===== src/pkg/analog_handshake_pkg.sv =====
`default_nettype none
package analog_handshake_pkg;
	// ----------------------------------------------------------------
	// Sizes
	// ----------------------------------------------------------------
	localparam int         NUM_POINTS = 8;
	localparam int         WORD_W     = 16;
	localparam int         CODE_W     = 12;
	localparam int         CNT_W      = 8;
	localparam int         PT_W       = 3;
	localparam int         PIN_W      = 10;
	// ----------------------------------------------------------------
	// Handshake and status word bit positions
	// ----------------------------------------------------------------
	localparam int         BIT_BUSY       = 0;
	localparam int         BIT_WR_DONE    = 1;
	localparam int         BIT_RD_DONE    = 2;
	localparam int         BIT_UNCONF     = 3;
	localparam int         BIT_ZERO_LO    = 4;
	localparam int         BIT_PEAK_RESET = 7;
	localparam int         BIT_PEAK_BASE  = 8;
	// ----------------------------------------------------------------
	// Values
	// ----------------------------------------------------------------
	localparam logic [7:0]  MAX_XFER_WORDS  = 8'hFF;
	localparam logic [7:0]  POINT_LIMIT     = 8'h08;
	localparam logic [7:0]  USED_MASK_RESET = 8'hFF;
	localparam logic [11:0] CODE_MIN        = 12'h000;
	localparam logic [11:0] CODE_MAX        = 12'hFFF;
	// Levels are in millivolts: 1 V offset and 5 V gain.
	localparam logic [15:0] DEFAULT_OFFSET  = 16'h03E8;
	localparam logic [15:0] DEFAULT_GAIN    = 16'h1388;
	localparam logic [2:0]  SETTLE_CYCLES   = 3'h4;
	localparam logic [3:0]  ZERO_NIBBLE     = 4'h0;

	typedef enum logic [1:0] {
		XF_IDLE,
		XF_WRITE,
		XF_FETCH,
		XF_SEND
	} xfer_state_t;
endpackage : analog_handshake_pkg
`default_nettype wire


===== src/design/code_store.sv =====
`timescale 1ns/1ps
`default_nettype none
module code_store #(
	parameter int AW = 3,
	parameter int DW = 12
) (
	input  wire logic          CLK,
	input  wire logic          RESET_N,
	input  wire logic          WE,
	input  wire logic [AW-1:0] WADDR,
	input  wire logic [DW-1:0] WDATA,
	input  wire logic [AW-1:0] RADDR,
	output var  logic [DW-1:0] RDATA
);
	logic [DW-1:0] mem [2**AW];

	always_ff @(posedge CLK) begin
		if (WE) begin
			mem[WADDR] <= WDATA;
		end
	end

	// Read data is registered so the caller sees one cycle of latency.
	always_ff @(posedge CLK or negedge RESET_N) begin
		if (!RESET_N) begin
			RDATA <= '0;
		end else begin
			RDATA <= mem[RADDR];
		end
	end
endmodule : code_store
`default_nettype wire


===== src/design/analog_input_host_handshake.sv =====
// Summary of operation
// Word mode switch selects two-word or four-word allocation.
// Mode switch sampled once after power-up, later changes ignored.
// Four-word mode moves data only at scan refresh, no block transfers.
// Host picks four-word mode without block instructions or on old racks.
// Every point defaults to 1 V offset and 5 V gain.
// Operator selects exactly one point pin during calibration.
// Toggle down captures selected point level as offset, code 000.
// Toggle up captures selected point level as gain, code FFF.
// Block write runs only when busy and read-done are clear.
// Write completion pulses once and raises the equal flag.
// Block read runs only when busy clear and write-done set.
// Host never issues read and write together; write goes first.
// Host repeats transfers every scan on newer remote racks.
// Remote master serves two transfers; a third sets carry.
// One block transfer carries at most 255 words.
// Busy, write-done, read-done sit in bits 0, 1, 2.
// Control bit 7 is peak reset; status bit 3 unconfirmed data.
// Bits 8 to 15 are per-point peak read requests and peak flags.
// Unconfirmed flag stays up until converted values are valid.
// Peak reset with peak read bits clears those stored peaks.
// Peak flag rises when a point reaches a new peak value.
// Module read-complete is reported in status bit 2.
`timescale 1ns/1ps
`default_nettype none
module analog_input_host_handshake (
	input  wire logic        CLK,
	input  wire logic        RESET_N,
	input  wire logic        WORD_MODE_SW,
	input  wire logic [7:0]  POINT_SELECT_PINS,
	input  wire logic        CALIBRATION_TOGGLE,
	input  wire logic        SMP_VALID,
	input  wire logic [2:0]  SMP_POINT,
	input  wire logic [15:0] SMP_LEVEL,
	input  wire logic [11:0] SMP_CODE,
	input  wire logic [15:0] HOST_HANDSHAKE_WORD,
	input  wire logic        WR_REQ,
	input  wire logic        RD_REQ,
	input  wire logic [7:0]  XFER_COUNT,
	input  wire logic        WR_STB,
	input  wire logic [15:0] WR_DATA,
	input  wire logic        IO_REFRESH,
	input  wire logic [2:0]  CAL_POINT,
	output var  logic [15:0] MODULE_STATUS_WORD,
	output var  logic        FOUR_WORD_MODE,
	output var  logic        EQUAL_FLAG,
	output var  logic        XFER_NOP,
	output var  logic        RD_VALID,
	output var  logic [15:0] RD_DATA,
	output var  logic [2:0]  MOVE_POINT,
	output var  logic [11:0] MOVE_CODE,
	output var  logic [15:0] CAL_OFFSET,
	output var  logic [15:0] CAL_GAIN
);
	localparam int NP = analog_handshake_pkg::NUM_POINTS;

	// ----------------------------------------------------------------
	// Pin synchronisers
	// ----------------------------------------------------------------
	logic [9:0] sync1_ff, sync2_ff, sync3_ff, stable_ff;
	logic [9:0] pin_agree;

	always_ff @(posedge CLK or negedge RESET_N) begin
		if (!RESET_N) begin
			sync1_ff <= '0;
			sync2_ff <= '0;
			sync3_ff <= '0;
		end else begin
			sync1_ff <= {CALIBRATION_TOGGLE, POINT_SELECT_PINS, WORD_MODE_SW};
			sync2_ff <= sync1_ff;
			sync3_ff <= sync2_ff;
		end
	end

	assign pin_agree = ~(sync2_ff ^ sync3_ff);

	always_ff @(posedge CLK or negedge RESET_N) begin
		if (!RESET_N) begin
			stable_ff <= '0;
		end else begin
			stable_ff <= (sync2_ff & pin_agree) | (stable_ff & ~pin_agree);
		end
	end

	// ----------------------------------------------------------------
	// Power-up mode capture
	// ----------------------------------------------------------------
	logic [2:0] settle_ff;
	logic       started_ff;
	logic       mode_ff;

	// Waiting for the synchroniser to fill keeps reset zeros out of mode.
	always_ff @(posedge CLK or negedge RESET_N) begin
		if (!RESET_N) begin
			settle_ff  <= '0;
			started_ff <= 1'b0;
			mode_ff    <= 1'b0;
		end else if (!started_ff) begin
			settle_ff <= settle_ff + 3'h1;
			if (settle_ff == analog_handshake_pkg::SETTLE_CYCLES) begin
				started_ff <= 1'b1;
				mode_ff    <= stable_ff[0];
			end
		end
	end

	// ----------------------------------------------------------------
	// Calibration capture
	// ----------------------------------------------------------------
	logic        toggle_prev_ff;
	logic        cap_pending_ff;
	logic        cap_gain_ff;
	logic [2:0]  cap_pt_ff;
	logic        toggle_edge;
	logic        cap_hit;
	logic [15:0] offset_ff [NP];
	logic [15:0] gain_ff   [NP];

	function automatic logic [2:0] sel_index(input logic [7:0] s);
		logic [2:0] r;
		r = 3'h0;
		for (int k = 0; k < 8; k++) begin
			if (s[k]) begin
				r = 3'(k);
			end
		end
		return r;
	endfunction : sel_index

	assign toggle_edge = started_ff && (stable_ff[9] != toggle_prev_ff);
	assign cap_hit = cap_pending_ff && SMP_VALID && (SMP_POINT == cap_pt_ff);

	always_ff @(posedge CLK or negedge RESET_N) begin
		if (!RESET_N) begin
			toggle_prev_ff <= 1'b0;
			cap_pending_ff <= 1'b0;
			cap_gain_ff    <= 1'b0;
			cap_pt_ff      <= '0;
		end else begin
			toggle_prev_ff <= stable_ff[9];
			// A level on more than one pin is ignored as operator error.
			if (toggle_edge && !cap_pending_ff && $onehot(stable_ff[8:1])) begin
				cap_pending_ff <= 1'b1;
				cap_gain_ff    <= stable_ff[9];
				cap_pt_ff      <= sel_index(stable_ff[8:1]);
			end else if (cap_hit) begin
				cap_pending_ff <= 1'b0;
			end
		end
	end

	// ----------------------------------------------------------------
	// Per-point peak and calibration state
	// ----------------------------------------------------------------
	logic [11:0] peak_ff [NP];
	logic [7:0]  peak_flag_ff;
	logic [7:0]  seen_ff;

	for (genvar i = 0; i < NP; i++) begin : g_point
		logic hit;
		logic peak_clr;
		assign hit = SMP_VALID && (SMP_POINT == 3'(i));
		assign peak_clr = HOST_HANDSHAKE_WORD[analog_handshake_pkg::BIT_PEAK_RESET]
			&& HOST_HANDSHAKE_WORD[analog_handshake_pkg::BIT_PEAK_BASE + i];

		// A new peak in the clearing cycle wins over the clear.
		always_ff @(posedge CLK or negedge RESET_N) begin
			if (!RESET_N) begin
				peak_ff[i]      <= analog_handshake_pkg::CODE_MIN;
				peak_flag_ff[i] <= 1'b0;
			end else if (hit && (SMP_CODE > peak_ff[i])) begin
				peak_ff[i]      <= SMP_CODE;
				peak_flag_ff[i] <= 1'b1;
			end else if (peak_clr) begin
				peak_ff[i]      <= analog_handshake_pkg::CODE_MIN;
				peak_flag_ff[i] <= 1'b0;
			end
		end

		always_ff @(posedge CLK or negedge RESET_N) begin
			if (!RESET_N) begin
				offset_ff[i] <= analog_handshake_pkg::DEFAULT_OFFSET;
				gain_ff[i]   <= analog_handshake_pkg::DEFAULT_GAIN;
			end else if (cap_hit && (cap_pt_ff == 3'(i))) begin
				if (cap_gain_ff) begin
					gain_ff[i] <= SMP_LEVEL;
				end else begin
					offset_ff[i] <= SMP_LEVEL;
				end
			end
		end

		always_ff @(posedge CLK or negedge RESET_N) begin
			if (!RESET_N) begin
				seen_ff[i] <= 1'b0;
			end else if (hit && started_ff) begin
				seen_ff[i] <= 1'b1;
			end
		end
	end

	always_ff @(posedge CLK or negedge RESET_N) begin
		if (!RESET_N) begin
			CAL_OFFSET <= analog_handshake_pkg::DEFAULT_OFFSET;
			CAL_GAIN   <= analog_handshake_pkg::DEFAULT_GAIN;
		end else begin
			CAL_OFFSET <= offset_ff[CAL_POINT];
			CAL_GAIN   <= gain_ff[CAL_POINT];
		end
	end

	// ----------------------------------------------------------------
	// Converted code store and scan-refreshed move data
	// ----------------------------------------------------------------
	logic [11:0] mem_rdata;
	logic [7:0]  idx_ff;

	code_store #(
		.AW (analog_handshake_pkg::PT_W),
		.DW (analog_handshake_pkg::CODE_W)
	) u_store (
		.CLK     (CLK),
		.RESET_N (RESET_N),
		.WE      (SMP_VALID),
		.WADDR   (SMP_POINT),
		.WDATA   (SMP_CODE),
		.RADDR   (idx_ff[2:0]),
		.RDATA   (mem_rdata)
	);

	always_ff @(posedge CLK or negedge RESET_N) begin
		if (!RESET_N) begin
			MOVE_POINT <= '0;
			MOVE_CODE  <= analog_handshake_pkg::CODE_MIN;
		end else if (IO_REFRESH && mode_ff && started_ff && SMP_VALID) begin
			MOVE_POINT <= SMP_POINT;
			MOVE_CODE  <= SMP_CODE;
		end
	end

	// ----------------------------------------------------------------
	// Block transfer handshake
	// ----------------------------------------------------------------
	analog_handshake_pkg::xfer_state_t state_ff;
	logic [7:0] cnt_ff;
	logic [7:0] used_mask_ff;
	logic       wr_done_ff;
	logic       rd_done_ff;
	logic       busy;
	logic       accept_wr;
	logic       accept_rd;
	logic       host_rd_ack;

	assign busy = (state_ff != analog_handshake_pkg::XF_IDLE)
		|| cap_pending_ff || !started_ff;
	assign accept_wr = WR_REQ && !mode_ff && !busy && !rd_done_ff;
	// Write takes priority if both requests collide.
	assign accept_rd = RD_REQ && !mode_ff && !busy && wr_done_ff
		&& !accept_wr;
	assign host_rd_ack =
		HOST_HANDSHAKE_WORD[analog_handshake_pkg::BIT_RD_DONE];

	always_ff @(posedge CLK or negedge RESET_N) begin
		if (!RESET_N) begin
			state_ff     <= analog_handshake_pkg::XF_IDLE;
			cnt_ff       <= '0;
			idx_ff       <= '0;
			used_mask_ff <= analog_handshake_pkg::USED_MASK_RESET;
			wr_done_ff   <= 1'b0;
			rd_done_ff   <= 1'b0;
			EQUAL_FLAG   <= 1'b0;
			XFER_NOP     <= 1'b0;
			RD_VALID     <= 1'b0;
			RD_DATA      <= '0;
		end else begin
			EQUAL_FLAG <= 1'b0;
			RD_VALID   <= 1'b0;
			XFER_NOP   <= (WR_REQ && !accept_wr) || (RD_REQ && !accept_rd);
			unique case (state_ff)
				analog_handshake_pkg::XF_IDLE: begin
					cnt_ff <= XFER_COUNT;
					idx_ff <= '0;
					if (accept_wr) begin
						state_ff <= analog_handshake_pkg::XF_WRITE;
					end else if (accept_rd) begin
						state_ff <= analog_handshake_pkg::XF_FETCH;
					end else if (host_rd_ack) begin
						rd_done_ff <= 1'b0;
					end
				end
				analog_handshake_pkg::XF_WRITE: begin
					if (cnt_ff == '0) begin
						EQUAL_FLAG <= 1'b1;
						wr_done_ff <= 1'b1;
						state_ff   <= analog_handshake_pkg::XF_IDLE;
					end else if (WR_STB) begin
						if (idx_ff == '0) begin
							used_mask_ff <= WR_DATA[7:0];
						end
						cnt_ff <= cnt_ff - 8'h01;
						idx_ff <= idx_ff + 8'h01;
					end
				end
				analog_handshake_pkg::XF_FETCH: begin
					if (cnt_ff == '0) begin
						EQUAL_FLAG <= 1'b1;
						rd_done_ff <= 1'b1;
						wr_done_ff <= 1'b0;
						state_ff   <= analog_handshake_pkg::XF_IDLE;
					end else begin
						state_ff <= analog_handshake_pkg::XF_SEND;
					end
				end
				analog_handshake_pkg::XF_SEND: begin
					RD_VALID <= 1'b1;
					if (idx_ff >= analog_handshake_pkg::POINT_LIMIT) begin
						RD_DATA <= '0;
					end else if (HOST_HANDSHAKE_WORD[
						analog_handshake_pkg::BIT_PEAK_BASE + idx_ff[2:0]]) begin
						RD_DATA <= {4'h0, peak_ff[idx_ff[2:0]]};
					end else begin
						RD_DATA <= {4'h0, mem_rdata};
					end
					cnt_ff   <= cnt_ff - 8'h01;
					idx_ff   <= idx_ff + 8'h01;
					state_ff <= analog_handshake_pkg::XF_FETCH;
				end
			endcase
		end
	end

	// ----------------------------------------------------------------
	// Status word
	// ----------------------------------------------------------------
	always_ff @(posedge CLK or negedge RESET_N) begin
		if (!RESET_N) begin
			MODULE_STATUS_WORD <= '0;
			MODULE_STATUS_WORD[analog_handshake_pkg::BIT_BUSY]   <= 1'b1;
			MODULE_STATUS_WORD[analog_handshake_pkg::BIT_UNCONF] <= 1'b1;
			FOUR_WORD_MODE <= 1'b0;
		end else begin
			MODULE_STATUS_WORD <= {peak_flag_ff, analog_handshake_pkg::ZERO_NIBBLE,
				!(&(seen_ff | ~used_mask_ff)), rd_done_ff, wr_done_ff,
				busy};
			FOUR_WORD_MODE <= mode_ff;
		end
	end
endmodule : analog_input_host_handshake
`default_nettype wire


===== config.mk =====
export PLATFORM = sky130hd
export DESIGN_NAME = analog_input_host_handshake
export DESIGN_NICKNAME = d
export VERILOG_FILES = /design/src/pkg/analog_handshake_pkg.sv /design/src/design/code_store.sv /design/src/design/analog_input_host_handshake.sv
export SDC_FILE = /design/constraint.sdc
export NUM_CORES = 1
export LEC_CHECK = 0
export BUFFER_PORTS_ARGS = -buffer_cell sky130_fd_sc_hd__buf_2
export CAP_MARGIN = 5
export CORE_ASPECT_RATIO = 1.1
export CORE_MARGIN = 2
export CORE_UTILIZATION = 45
export CTS_CLUSTER_DIAMETER = 30
export CTS_CLUSTER_SIZE = 30
export DETAILED_ROUTE_END_ITERATION = 8
export PLACE_DENSITY = 0.71
export SLEW_MARGIN = 15
export SYNTH_ARGS = -nofsm -noshare
export SYNTH_HDL_FRONTEND = slang
export SYNTH_SLANG_ARGS = --single-unit

===== constraint.sdc =====
create_clock -name CLK -period 4.5 [get_ports CLK]
set_clock_uncertainty 0.2 [all_clocks]
set_input_delay 0 -clock CLK [delete_from_list [all_inputs] [get_ports CLK]]
set_output_delay 0 -clock CLK [all_outputs]
set_load 0.01 [all_outputs]

==> run summary, run 1 <==
Outcome: finished, final reports clean
Site row count: 97
Finished layout cell area: 35900 sq um
Most used standard cell by instance count after synthesis: sky130_fd_sc_hd__dfrtp_1
Total track usage: 22.1%
FF-to-FF setup slack: 0.85 ns
Clk_lat worst skew: 0.66 ns
Clock Tree Buf Depth: 3
Combined area of the multi-input logic cells: 11600 sq um
Routed length per instance: 21.8 um
Endpoints failing setup: 0
Final core utilization: 56.5%
I/O pin cnt: 174
Initial core utilization: 45.5%
Core ar.: 63600 sq um
# placed instances: 2960
Cell type with the largest total area after synthesis: sky130_fd_sc_hd__dfrtp_1
Pleak: 0.0160 uW
Critical path peak fanout: 7
Arr. time, crit path: 4.01 ns
Number of slew-limit violations in the final report: 0
Port-buffer cells: 151
Global route overflow: 0
Number of antenna violations at the first check in global routing: 0
Post-detailed-route count of antenna-violating nets: 0
Max transition margin: 23.9%
Maximum operating frequency: 274 MHz
Avg Vias per Cell: 5.53
Die Area: 66300 sq um
Worst-case hold path end point: CAL_GAIN[4]
Via count of the first global-routing pass: 20060
CTS root buf: sky130_fd_sc_hd__clkbuf_16
Avg Cell Area, Syn: 14.2 sq um
Quantity of hold-fixing buffers added after cts: 119
Critical setup path kind: reg2reg
Pre-antenna DRT Iters: 5
Initial detailed-routing violation count: 1278
CP Capture Type: flip-flop
Worst hold path cell count: 3
Unrepaired setup endpoints after global routing: false
Top cells by count, synth: 425 x sky130_fd_sc_hd__dfrtp_1, 305 x sky130_fd_sc_hd__mux2_2, 153 x sky130_fd_sc_hd__nand2_1
MaxCap Viol Count: 0
Sequential area share after synthesis: 56.6%
Data required time of the worst path: 4.86 ns
Final wirelength: 71.9 mm
Final Cycle Share: 81.2%
Area share of the largest cell type after synthesis: 36.8%
Final sum of negative setup slack: 0 ns
Die H: 270 um
Total of warnings raised by yosys: 0
Filler Cells Inserted: 4943
Number of enable flip-flop cells after synthesis: 96
Synth Register Bits: 630
Power density relative to cell area: 510 nW/um^2
Hold Crit Class: in2reg
Reg area: 16400 sq um
Remaining design rule violation count: 0
IR Drop Worst-Case VDD: 0.000436 V
CTS buffer count: 115
Dpl cell area: 30600 sq um
R2r endpoint: cap_pt_ff[2]
Number of hold violations in the final report: 0
Most used flip-flop cell after synthesis: sky130_fd_sc_hd__dfrtp_1
TritonCTS clock tree: yes
Largest net degree at the start of global routing: 141
Die width: 246 um
Count of H-tree levels built during CTS: 3
Worst r2r path cells: 13
First-pass GRT wire length: 113 mm
Share of layout cells above drive strength 1: 38.5%
Synthesized area: 28900 sq um
Share of async-settable or async-resettable flops after synthesis: 84.8%
Startpoint of the lowest-slack hold path: CAL_POINT[0]
Distinct cells, synth: 58
Cell types occupying the most area after synthesis: sky130_fd_sc_hd__dfrtp_1 37%, sky130_fd_sc_hd__mux2_2 12%, sky130_fd_sc_hd__edfxtp_1 10%
Placer congestion estimate: 0.873
PostCTS Resize Cnt: 0
Min Clock Period, post-route: 3.65 ns
Post-detailed-placement half-perimeter wirelength: 44.3 mm
Setup fix buffers added after clock tree synthesis: 0
Sink count of the clock tree: 630
Relative area change from synthesis to final layout: 24.1%
Final standard cell count with taps included and fillers excluded: 3300
Startpoint Class: flip-flop
Total number of nets in the final design: 2560
Post-synthesis cell count: 2044
Clock transition at path regs: 0.05 ns
Via total after detailed routing: 18250
Actual slew at the worst max-slew pin: 1.14 ns
==> layer usage <==
layer	share of wire [%]	track usage, %
met1	41	28.0
met2	50	37.2
met3	5.4	4.04
met4	3.8	9.31
met5	0	0
==> per-stage QoR <==
stage | power (uW) | hold WS (ns) | worst slack [ns]
floorplan | 8660 | -0.496 | 0.717
global placement | 9240 | -0.122 | 0.888
detailed placement | 9400 | -0.108 | 0.844
CTS | 18500 | 0.0121 | 0.819
global route | 19000 | 0.0829 | 0.560
finish | 18300 | 0.0750 | 0.848
==> state kept, by name, indices dropped and copies added (netlist names), 8 cells and up, named ones only <==
name                cells
CAL_GAIN               16
CAL_OFFSET             16
MODULE_STATUS_WORD     12
MOVE_CODE              12
RD_DATA                12
cnt_ff                  8
gain_ff               128
idx_ff                  8
offset_ff             128
peak_ff                96
peak_flag_ff            8
seen_ff                 8
sync1_ff               10
sync2_ff               10
sync3_ff               10
u_store.RDATA          12
u_store.mem            96
used_mask_ff            8
==> critical path, stage by stage, from the launching register on <==
cell and delay [ns]:
sky130_fd_sc_hd__dfrtp_1 0.39, sky130_fd_sc_hd__inv_1 0.09, sky130_fd_sc_hd__fa_1 0.43, sky130_fd_sc_hd__fa_1 0.51, sky130_fd_sc_hd__fa_1 0.43, sky130_fd_sc_hd__inv_1 0.07
sky130_fd_sc_hd__ha_1 0.16, sky130_fd_sc_hd__inv_1 0.06, sky130_fd_sc_hd__fa_1 0.47, sky130_fd_sc_hd__nand3_1 0.06, sky130_fd_sc_hd__nor3_1 0.26, sky130_fd_sc_hd__buf_4 0.20
sky130_fd_sc_hd__nor2_1 0.05, sky130_fd_sc_hd__a41oi_1 0.18
==> final cells by class <==
class / count / area share (%)
antenna: 1 / 0.00697
clock buffer: 135 / 8.57
clock inverter: 85 / 2.86
inverter: 133 / 1.39
multi-input combinational: 1174 / 32.3
sequential: 630 / 45.6
tap: 841 / 2.93
timing repair buffer: 301 / 6.33
==> placed cells by master (no fill, tap or decap), types with 38 or more instances in the layout <==
cell type	count
sky130_fd_sc_hd__mux2_2	305
sky130_fd_sc_hd__ha_1	110
sky130_fd_sc_hd__nand2_1	153
sky130_fd_sc_hd__inv_1	121
sky130_fd_sc_hd__dlygate4sd3_1	118
sky130_fd_sc_hd__nor2_1	38
sky130_fd_sc_hd__dfrtp_1	423
sky130_fd_sc_hd__edfxtp_1	96
sky130_fd_sc_hd__buf_2	149
sky130_fd_sc_hd__o21ai_0	45
sky130_fd_sc_hd__a21oi_1	59
sky130_fd_sc_hd__mux2i_1	110
sky130_fd_sc_hd__mux4_2	114
sky130_fd_sc_hd__clkbuf_16	118
sky130_fd_sc_hd__dfstp_2	109
==> logic make-up after synthesis <==
| group | synth area share [%] |
|---|---|
| flops | 56.6 |
| buf+inv | 3.54 |
| xor+xnor | 0.363 |
| simple gates | 5.17 |
| other cells | 0.0130 |
| mux | 25.1 |
| fa+ha+maj | 5.38 |
| compound gates | 3.82 |
==> power breakdown <==
group / internal, uW / switching (uW)
Combinational: 1200 / 949
Sequential: 6800 / 471
Clock: 5780 / 3130
==> worst max-delay path by stage <==
| stage | startpoint | slack [ns] | to | cells after the start |
|---|---|---|---|---|
| finish | flip-flop | 0.85 | cap_pt_ff[2] | 13 |
| global route | flip-flop | 0.56 | cap_pt_ff[2] | 13 |
| CTS | flip-flop | 0.82 | cap_pt_ff[2] | 13 |
| detailed placement | flip-flop | 0.84 | cap_pt_ff[2] | 13 |
| global placement | flip-flop | 0.89 | cap_pt_ff[0] | 13 |
| floorplan | flip-flop | 0.72 | cap_gain_ff | 11 |
(Power assumes the default switching activity.)
==> run 2: changes to the inputs <==
==> constraint.sdc (replaced) <==
create_clock -name CLK -period 3.8 [get_ports CLK]
set_clock_uncertainty 0.2 [all_clocks]
set_input_delay 0 -clock CLK [delete_from_list [all_inputs] [get_ports CLK]]
set_output_delay 0 -clock CLK [all_outputs]
set_load 0.01 [all_outputs]
==> run summary, run 2 (synthesized netlist as in run 1, its figures left out) <==
Data required time of the worst path: 4.15 ns (-0.71 ns)
Critical path peak fanout: 3 (-4)
CTS buffer count: 119 (+3.5%)
Internal portion of total power: 16300 uW (+19%)
Core ar.: 63600 sq um (unchanged)
Post-detailed-route count of antenna-violating nets: 0 (unchanged)
Sink count of the clock tree: 630 (unchanged)
Final Cycle Share: 97.5% (+16 points)
Total number of nets in the final design: 2592 (+1.3%)
Family of cells with the greatest summed delay on the critical path: adder cells
Sequential share of power: 39.5% (-0.2 points)
I/O pin cnt: 174 (unchanged)
Port-buffer cells: 151 (unchanged)
Combined area of the multi-input logic cells: 11600 sq um (+0.26%)
Net switching power: 5430 uW (+19%)
MaxCap Viol Count: 0 (unchanged)
Count of H-tree levels built during CTS: 3 (unchanged)
Routed length per instance: 22.1 um (+1.5%)
Finished layout cell area: 36200 sq um (+0.94%)
# placed instances: 2979 (+0.64%)
Largest net degree at the start of global routing: 80 (-43%)
Pleak: 0.0162 uW (+0.97%)
Avg Vias per Cell: 5.55 (+0.32%)
Number of gates on the worst path with buffers counted: 12 (-1)
Hold Crit Class: in2reg
Clock Power Share: 48.4% (-0.2 points)
Ordered list of cells on the worst path: inv_2 > fa_1 > fa_1 > fa_1 > inv_1 > ha_2 > inv_1 > fa_2 > nor2_2 > a31oi_2 > nor3_4 > mux2_2
Site row count: 97 (unchanged)
Pre-antenna DRT Iters: 6 (+1)
First-pass GRT wire length: 116 mm (+2.7%)
Critical setup path kind: reg2reg
Crit-path max cell delay: 0.55 ns (+0.04 ns)
Number of slew-limit violations in the final report: 0 (unchanged)
Via count of the first global-routing pass: 20485 (+2.1%)
FF-to-FF setup slack: 0.09 ns (-0.75 ns)
CP Capture Type: flip-flop
Total track usage: 22.8% (+0.68 points)
Max transition margin: 23.4% (-0.43 points)
Combinational Power Share: 12.1% (+0.4 points)
Final total power: 21800 uW (+19%)
Final standard cell count with taps included and fillers excluded: 3335 (+1.1%)
CP Buf/Inv Count: 3 (-1)
Minimum setup slack after placement: 0.0310 ns (-0.813 ns)
TritonCTS clock tree: yes
Initial core utilization: 45.5% (unchanged)
Startpoint Class: flip-flop
Switching power as a share of total power: 25.0% (+0.13 points)
Arr. time, crit path: 4.06 ns (+0.05 ns)
Clock Tree Buf Depth: 3 (unchanged)
Post-detailed-placement half-perimeter wirelength: 45.8 mm (+3.4%)
Filler Cells Inserted: 4902 (-0.83%)
Min Clock Period, post-route: 3.71 ns (+0.0538 ns)
Die width: 246 um (unchanged)
Reg area: 16400 sq um (unchanged)
CTS root buf: sky130_fd_sc_hd__clkbuf_16
Dpl cell area: 30800 sq um (+0.63%)
IR Drop Worst-Case VDD: 0.000485 V (+11%)
End point of the critical path: cap_gain_ff
Maximum operating frequency: 270 MHz (-1.5%)
Die H: 270 um (unchanged)
Via total after detailed routing: 18503 (+1.4%)
Final wirelength: 73.7 mm (+2.6%)
R2r endpoint: cap_gain_ff
Relative area change from synthesis to final layout: 25.3%
Dominant cell type by count on the critical path: sky130_fd_sc_hd__fa_1
Number of antenna violations at the first check in global routing: 1 (+1)
Largest registers: gain_ff (128), offset_ff (128)
Actual slew at the worst max-slew pin: 1.14 ns (-0.00320 ns)
Endpoints failing setup: 0 (unchanged)
Leading cell types in the layout, fill and taps excluded: 423 x sky130_fd_sc_hd__dfrtp_1, 305 x sky130_fd_sc_hd__mux2_2, 153 x sky130_fd_sc_hd__nand2_1
Final setup margin: 0.0942 ns (-0.754 ns)
Remaining design rule violation count: 0 (unchanged)
Worst path slowest cell: sky130_fd_sc_hd__fa_1
Initial detailed-routing violation count: 1005 (-21%)
Power density relative to cell area: 600 nW/um^2 (+18%)
Worst r2r path cells: 12 (-1)
Clock transition at path regs: 0.05 ns (about the same)
Global route overflow: 0 (unchanged)
Number of hold violations in the final report: 0 (unchanged)
Outcome: finished, final reports clean
Placer congestion estimate: 0.877 (+0.52%)
Die Area: 66300 sq um (unchanged)
Clk_lat worst skew: 0.68 ns (+0.02 ns)
Share of layout cells above drive strength 1: 38.9% (+0.34 points)
Most frequent standard cell in the layout excluding fill and tap cells: sky130_fd_sc_hd__dfrtp_1
[run 2: changes by cell type in the layout (fill, tap and decap cells not counted), moves of 2 or more]
| cell | previous run | this run |
|---|---|---|
| sky130_fd_sc_hd__buf_4 | 27 | 42 |
| sky130_fd_sc_hd__clkbuf_1 | 11 | 22 |
| sky130_fd_sc_hd__dlygate4sd3_1 | 118 | 126 |
| sky130_fd_sc_hd__clkbuf_8 | 6 | 12 |
| sky130_fd_sc_hd__clkinv_4 | 13 | 8 |
| sky130_fd_sc_hd__clkinvlp_4 | 17 | 12 |
| sky130_fd_sc_hd__buf_12 | 5 | 9 |
| sky130_fd_sc_hd__inv_8 | 5 | 1 |
| sky130_fd_sc_hd__bufinv_16 | 14 | 11 |
| sky130_fd_sc_hd__clkinv_1 | 14 | 16 |
| sky130_fd_sc_hd__clkinv_16 | 2 | 4 |
| sky130_fd_sc_hd__clkinv_2 | 14 | 16 |
| sky130_fd_sc_hd__inv_1 | 121 | 119 |
| sky130_fd_sc_hd__inv_2 | 0 | 2 |
[run 2: how the worst min path moves through the flow]
stage                               from           to  slack [ns]  cells past startpoint
CTS                        XFER_COUNT[5]    cnt_ff[5]       0.002                      4
global placement    POINT_SELECT_PINS[7]  sync1_ff[8]       -0.09                      1
finish                     XFER_COUNT[5]    cnt_ff[5]        0.02                      4
floorplan                        RESET_N  CAL_GAIN[0]       -0.50                      0
detailed placement  POINT_SELECT_PINS[3]  sync1_ff[4]       -0.09                      1
global route               XFER_COUNT[5]    cnt_ff[5]        0.05                      4
[run 2: worst reg2reg max path, cell delays in order (launching register included)]
cell and delay, ns:
sky130_fd_sc_hd__dfrtp_1 0.37, sky130_fd_sc_hd__inv_2 0.05, sky130_fd_sc_hd__fa_1 0.55, sky130_fd_sc_hd__fa_1 0.43
sky130_fd_sc_hd__fa_1 0.45, sky130_fd_sc_hd__inv_1 0.08, sky130_fd_sc_hd__ha_2 0.19, sky130_fd_sc_hd__inv_1 0.05
sky130_fd_sc_hd__fa_2 0.35, sky130_fd_sc_hd__nor2_2 0.11, sky130_fd_sc_hd__a31oi_2 0.12, sky130_fd_sc_hd__nor3_4 0.26
sky130_fd_sc_hd__mux2_2 0.37
[run 2: metal layers]
layer,track usage (%),vias to the layer above,share of wire (%)
li1,-,8112,-
met1,28.4,9660,40
met2,39.3,557,51
met3,3.84,174,5.2
met4,9.43,0,3.5
met5,0,-,0
[run 2: cell type report]
class | count | share of cell area, %
timing repair buffer | 329 | 7.05
antenna | 1 | 0.00690
inverter | 133 | 1.38
sequential | 630 | 45.2
clock inverter | 74 | 2.49
tap | 841 | 2.90
multi-input combinational | 1174 | 32.1
clock buffer | 153 | 8.90
[run 2: power groups by stage]
stage	sequential, uW	clock [uW]	combinational (uW)
4_1_cts	8590	10700	2610
6_report	8600	10500	2630
3_3_place_gp	8600	0	2360
3_5_place_dp	8690	0	2470
2_1_floorplan	8530	0	1720
5_1_grt	8710	11000	2890
[run 2: repair_timing]
| item | CTS | global route |
|---|---|---|
| setup buffers | 0 | 1 |
| gates resized for setup | 1 | 9 |
| setup endpoints to repair | 3 | 4 |
| hold endpoints to repair | 1096 | 0 |
| hold buffers | 127 | 0 |
| pin swaps | 0 | 1 |
[run 2: stage by stage]
stage          setup TNS (ns)  utilization, %  hold slack [ns]
2_1_floorplan               0               -           -0.496
3_3_place_gp                0            48.4          -0.0901
4_1_cts                     0            56.9          0.00154
3_5_place_dp                0            48.4          -0.0906
6_report                    0            57.0           0.0199
5_1_grt               -0.0370            57.0           0.0476
==> run 3: changes to the inputs <==
--- a/config.mk
+++ b/config.mk
@@ -13,8 +13,10 @@
 export CTS_CLUSTER_DIAMETER = 30
 export CTS_CLUSTER_SIZE = 30
 export DETAILED_ROUTE_END_ITERATION = 8
+export MAX_ROUTING_LAYER = met4
 export PLACE_DENSITY = 0.71
 export SLEW_MARGIN = 15
 export SYNTH_ARGS = -nofsm -noshare
 export SYNTH_HDL_FRONTEND = slang
+export SYNTH_HIERARCHICAL = 1
 export SYNTH_SLANG_ARGS = --single-unit
==> run summary, run 3 <==
Outcome: finished, final reports clean
Number of slew-limit violations in the final report: 0 (unchanged)
Min Clock Period, post-route: 3.69 ns (-0.0139 ns)
Filler Cells Inserted: 4985 (+1.7%)
Arr. time, crit path: 4.06 ns (about the same)
Final wirelength: 72.0 mm (-2.3%)
Internal portion of total power: 15800 uW (-3.1%)
Total track usage: 22.8% (about the same)
Synthesized area: 29100 sq um (+0.65%)
CTS root buf: sky130_fd_sc_hd__clkbuf_16
Via total after detailed routing: 18517 (+0.076%)
Global Route met1 Usage: 28.2% (-0.19 points)
Maximum operating frequency: 271 MHz (+0.38%)
Clock Power Share: 50.5% (+2.1 points)
Clk_lat worst skew: 0.67 ns (about the same)
Clock Tree Buf Depth: 3 (unchanged)
Placer congestion estimate: 0.884 (+0.74%)
Top Usage Layer GRT: met2
Sink count of the clock tree: 630 (unchanged)
Met2 Usage GRT: 35.7% (-3.6 points)
Hold Crit Class: in2reg
IR Drop Worst-Case VDD: 0.000440 V (-9.3%)
Share of async-settable or async-resettable flops after synthesis: 84.8% (unchanged)
Area share of the largest cell type after synthesis: 36.5% (-0.24 points)
CP Capture Type: flip-flop
Final Cycle Share: 97.2% (-0.37 points)
Net switching power: 5250 uW (-3.3%)
# placed instances: 2977 (-0.067%)
Number of hold violations in the final report: 0 (unchanged)
Post-detailed-route count of antenna-violating nets: 0 (unchanged)
Die Area: 66800 sq um (+0.64%)
Startpoint Class: flip-flop
Global route overflow: 0 (unchanged)
Top cells by count, synth: 425 x sky130_fd_sc_hd__dfrtp_1, 304 x sky130_fd_sc_hd__mux2_2, 154 x sky130_fd_sc_hd__nand2_1
Post-synthesis cell count: 2045 (+0.049%)
Relative area change from synthesis to final layout: 24.4%
Switching power as a share of total power: 24.9% (-0.048 points)
Sequential share of power: 39.0% (-0.5 points)
Reg area: 16400 sq um (about the same)
Combined area of the multi-input logic cells: 11700 sq um (+0.95%)
Cell types occupying the most area after synthesis: sky130_fd_sc_hd__dfrtp_1 37%, sky130_fd_sc_hd__mux2_2 12%, sky130_fd_sc_hd__edfxtp_1 9.9%
Number of enable flip-flop cells after synthesis: 96 (unchanged)
Clock transition at path regs: 0.05 ns (about the same)
Combinational Power Share: 10.5% (-1.6 points)
Count of H-tree levels built during CTS: 3 (unchanged)
Avg Vias per Cell: 5.57 (+0.47%)
Most frequent standard cell in the layout excluding fill and tap cells: sky130_fd_sc_hd__dfrtp_1
Total of warnings raised by yosys: 6 (+6)
Avg Cell Area, Syn: 14.2 sq um (+0.60%)
MaxCap Viol Count: 0 (unchanged)
Max transition margin: 21.5% (-2.0 points)
Routed length per instance: 21.7 um (-1.9%)
Via count of the first global-routing pass: 20197 (-1.4%)
Total number of nets in the final design: 2577 (-0.58%)
Data required time of the worst path: 4.17 ns (+0.02 ns)
Post-detailed-placement half-perimeter wirelength: 45.9 mm (+0.16%)
Initial core utilization: 45.6% (+0.12 points)
Most used standard cell by instance count after synthesis: sky130_fd_sc_hd__dfrtp_1
Cell type with the largest total area after synthesis: sky130_fd_sc_hd__dfrtp_1
Initial detailed-routing violation count: 1347 (+34%)
Pre-antenna DRT Iters: 8 (+2)
Final standard cell count with taps included and fillers excluded: 3322 (-0.39%)
Distinct cells, synth: 70 (+21%)
Critical path peak fanout: 5 (+2)
Most used flip-flop cell after synthesis: sky130_fd_sc_hd__dfrtp_1
Share of layout cells above drive strength 1: 38.5% (-0.33 points)
Pleak: 0.0161 uW (-0.15%)
Setup fix buffers added after clock tree synthesis: 0 (unchanged)
Power density relative to cell area: 582 nW/um^2 (-3.0%)
Port-buffer cells: 151 (unchanged)
Final total power: 21100 uW (-3.1%)
Leading cell types in the layout, fill and taps excluded: 422 x sky130_fd_sc_hd__dfrtp_1, 304 x sky130_fd_sc_hd__mux2_2, 154 x sky130_fd_sc_hd__nand2_1
Die H: 271 um (+0.32%)
Die width: 247 um (+0.32%)
Critical setup path kind: reg2reg
Remaining design rule violation count: 0 (unchanged)
I/O pin cnt: 174 (unchanged)
Sequential area share after synthesis: 56.3% (-0.37 points)
Site row count: 97 (unchanged)
Core ar.: 63800 sq um (+0.38%)
Number of antenna violations at the first check in global routing: 3 (+2)
CTS buffer count: 119 (unchanged)
Synth Register Bits: 630 (unchanged)
Unrepaired setup endpoints after global routing: false
First-pass GRT wire length: 114 mm (-2.3%)
Largest net degree at the start of global routing: 114 (+43%)
Endpoints failing setup: 0 (unchanged)
Actual slew at the worst max-slew pin: 1.18 ns (+0.0420 ns)
GR Util met3: 4.99% (+1.2 points)
Largest registers: gain_ff (128), offset_ff (128)
TritonCTS clock tree: yes
run 3: repair_timing:
| item | CTS | global route |
|---|---|---|
| resized for setup | 1 | 1 |
| hold endpoints to repair | 1034 | 0 |
| hold buffers | 115 | 0 |
| pin swaps | 0 | 0 |
| endpoints found under the setup margin | 3 | 2 |
run 3: worst max-delay path: stages, from the launching register on:
cell	delay, ns
sky130_fd_sc_hd__dfrtp_1	0.40
sky130_fd_sc_hd__inv_1	0.09
sky130_fd_sc_hd__fa_1	0.43
sky130_fd_sc_hd__fa_1	0.52
sky130_fd_sc_hd__fa_1	0.42
sky130_fd_sc_hd__inv_1	0.07
sky130_fd_sc_hd__ha_1	0.16
sky130_fd_sc_hd__inv_1	0.06
sky130_fd_sc_hd__fa_1	0.48
sky130_fd_sc_hd__nand3_1	0.11
sky130_fd_sc_hd__nor3_4	0.27
sky130_fd_sc_hd__buf_4	0.17
sky130_fd_sc_hd__nor2_1	0.05
sky130_fd_sc_hd__a41oi_1	0.17
run 3: per-layer routing:
layer	wire length, um	share of wire [%]
met5	0	0
met4	3070	4.3
met3	4400	6.1
met2	34600	48
met1	29900	42
run 3: layout make-up:
cell class,count,area share (%)
repair buffers,312,6.51
clock buffers,143,8.81
multi-input cells,1176,32.4
flip-flops and latches,630,45.3
inverters,133,1.38
diodes,3,0.0207
clock inverters,84,2.72
well taps,841,2.91
run 3: logic make-up after synthesis:
group	count (synthesis)	synth area share (%)
muxes	538	25.1
adders and majority gates	124	5.35
xor gates and xnor gates	6	0.245
and+or+nand+nor	312	5.05
DFF	630	56.3
buffers and inverters	246	3.74
other	1	0.0129
AOI/OAI and AO/OA	188	4.19
run 3: final timing paths:
check                              startpoint      endpoint  slack (ns)  cells past startpoint
worst min-delay path            XFER_COUNT[5]     cnt_ff[5]        0.03                      4
max in group asynchronous             RESET_N   peak_ff[10]        2.36                      4
worst max-delay path                flip-flop  cap_pt_ff[2]        0.11                     13
worst min register to register    sync1_ff[0]   sync2_ff[0]        0.14                      0
worst max register to register      flip-flop  cap_pt_ff[2]        0.11                     13
min in group asynchronous             RESET_N  gain_ff[124]        0.39                      3
run 3: power groups by stage:
stage          clock network (uW)  logic, uW  registers (uW)
4_1_cts                     10800       2230            8210
3_5_place_dp                    0       2110            8310
5_1_grt                     11200       2440            8300
6_report                    10600       2220            8210
3_3_place_gp                    0       2020            8250
2_1_floorplan                   0       1450            8180
run 3: stage by stage:
step	TNS (ns)	hold slack, ns	setup WS [ns]	instance area [sq um]	utilization (%)
3_5_place_dp	-0.0720	-0.133	-0.0487	30800	48.3
2_1_floorplan	0	-0.496	0.0171	29100	-
4_1_cts	0	0.0113	0.0570	36200	56.7
5_1_grt	0	0.100	0.000961	36200	56.7
6_report	0	0.0317	0.108	36200	56.7
3_3_place_gp	0	-0.143	0.0788	30800	48.3
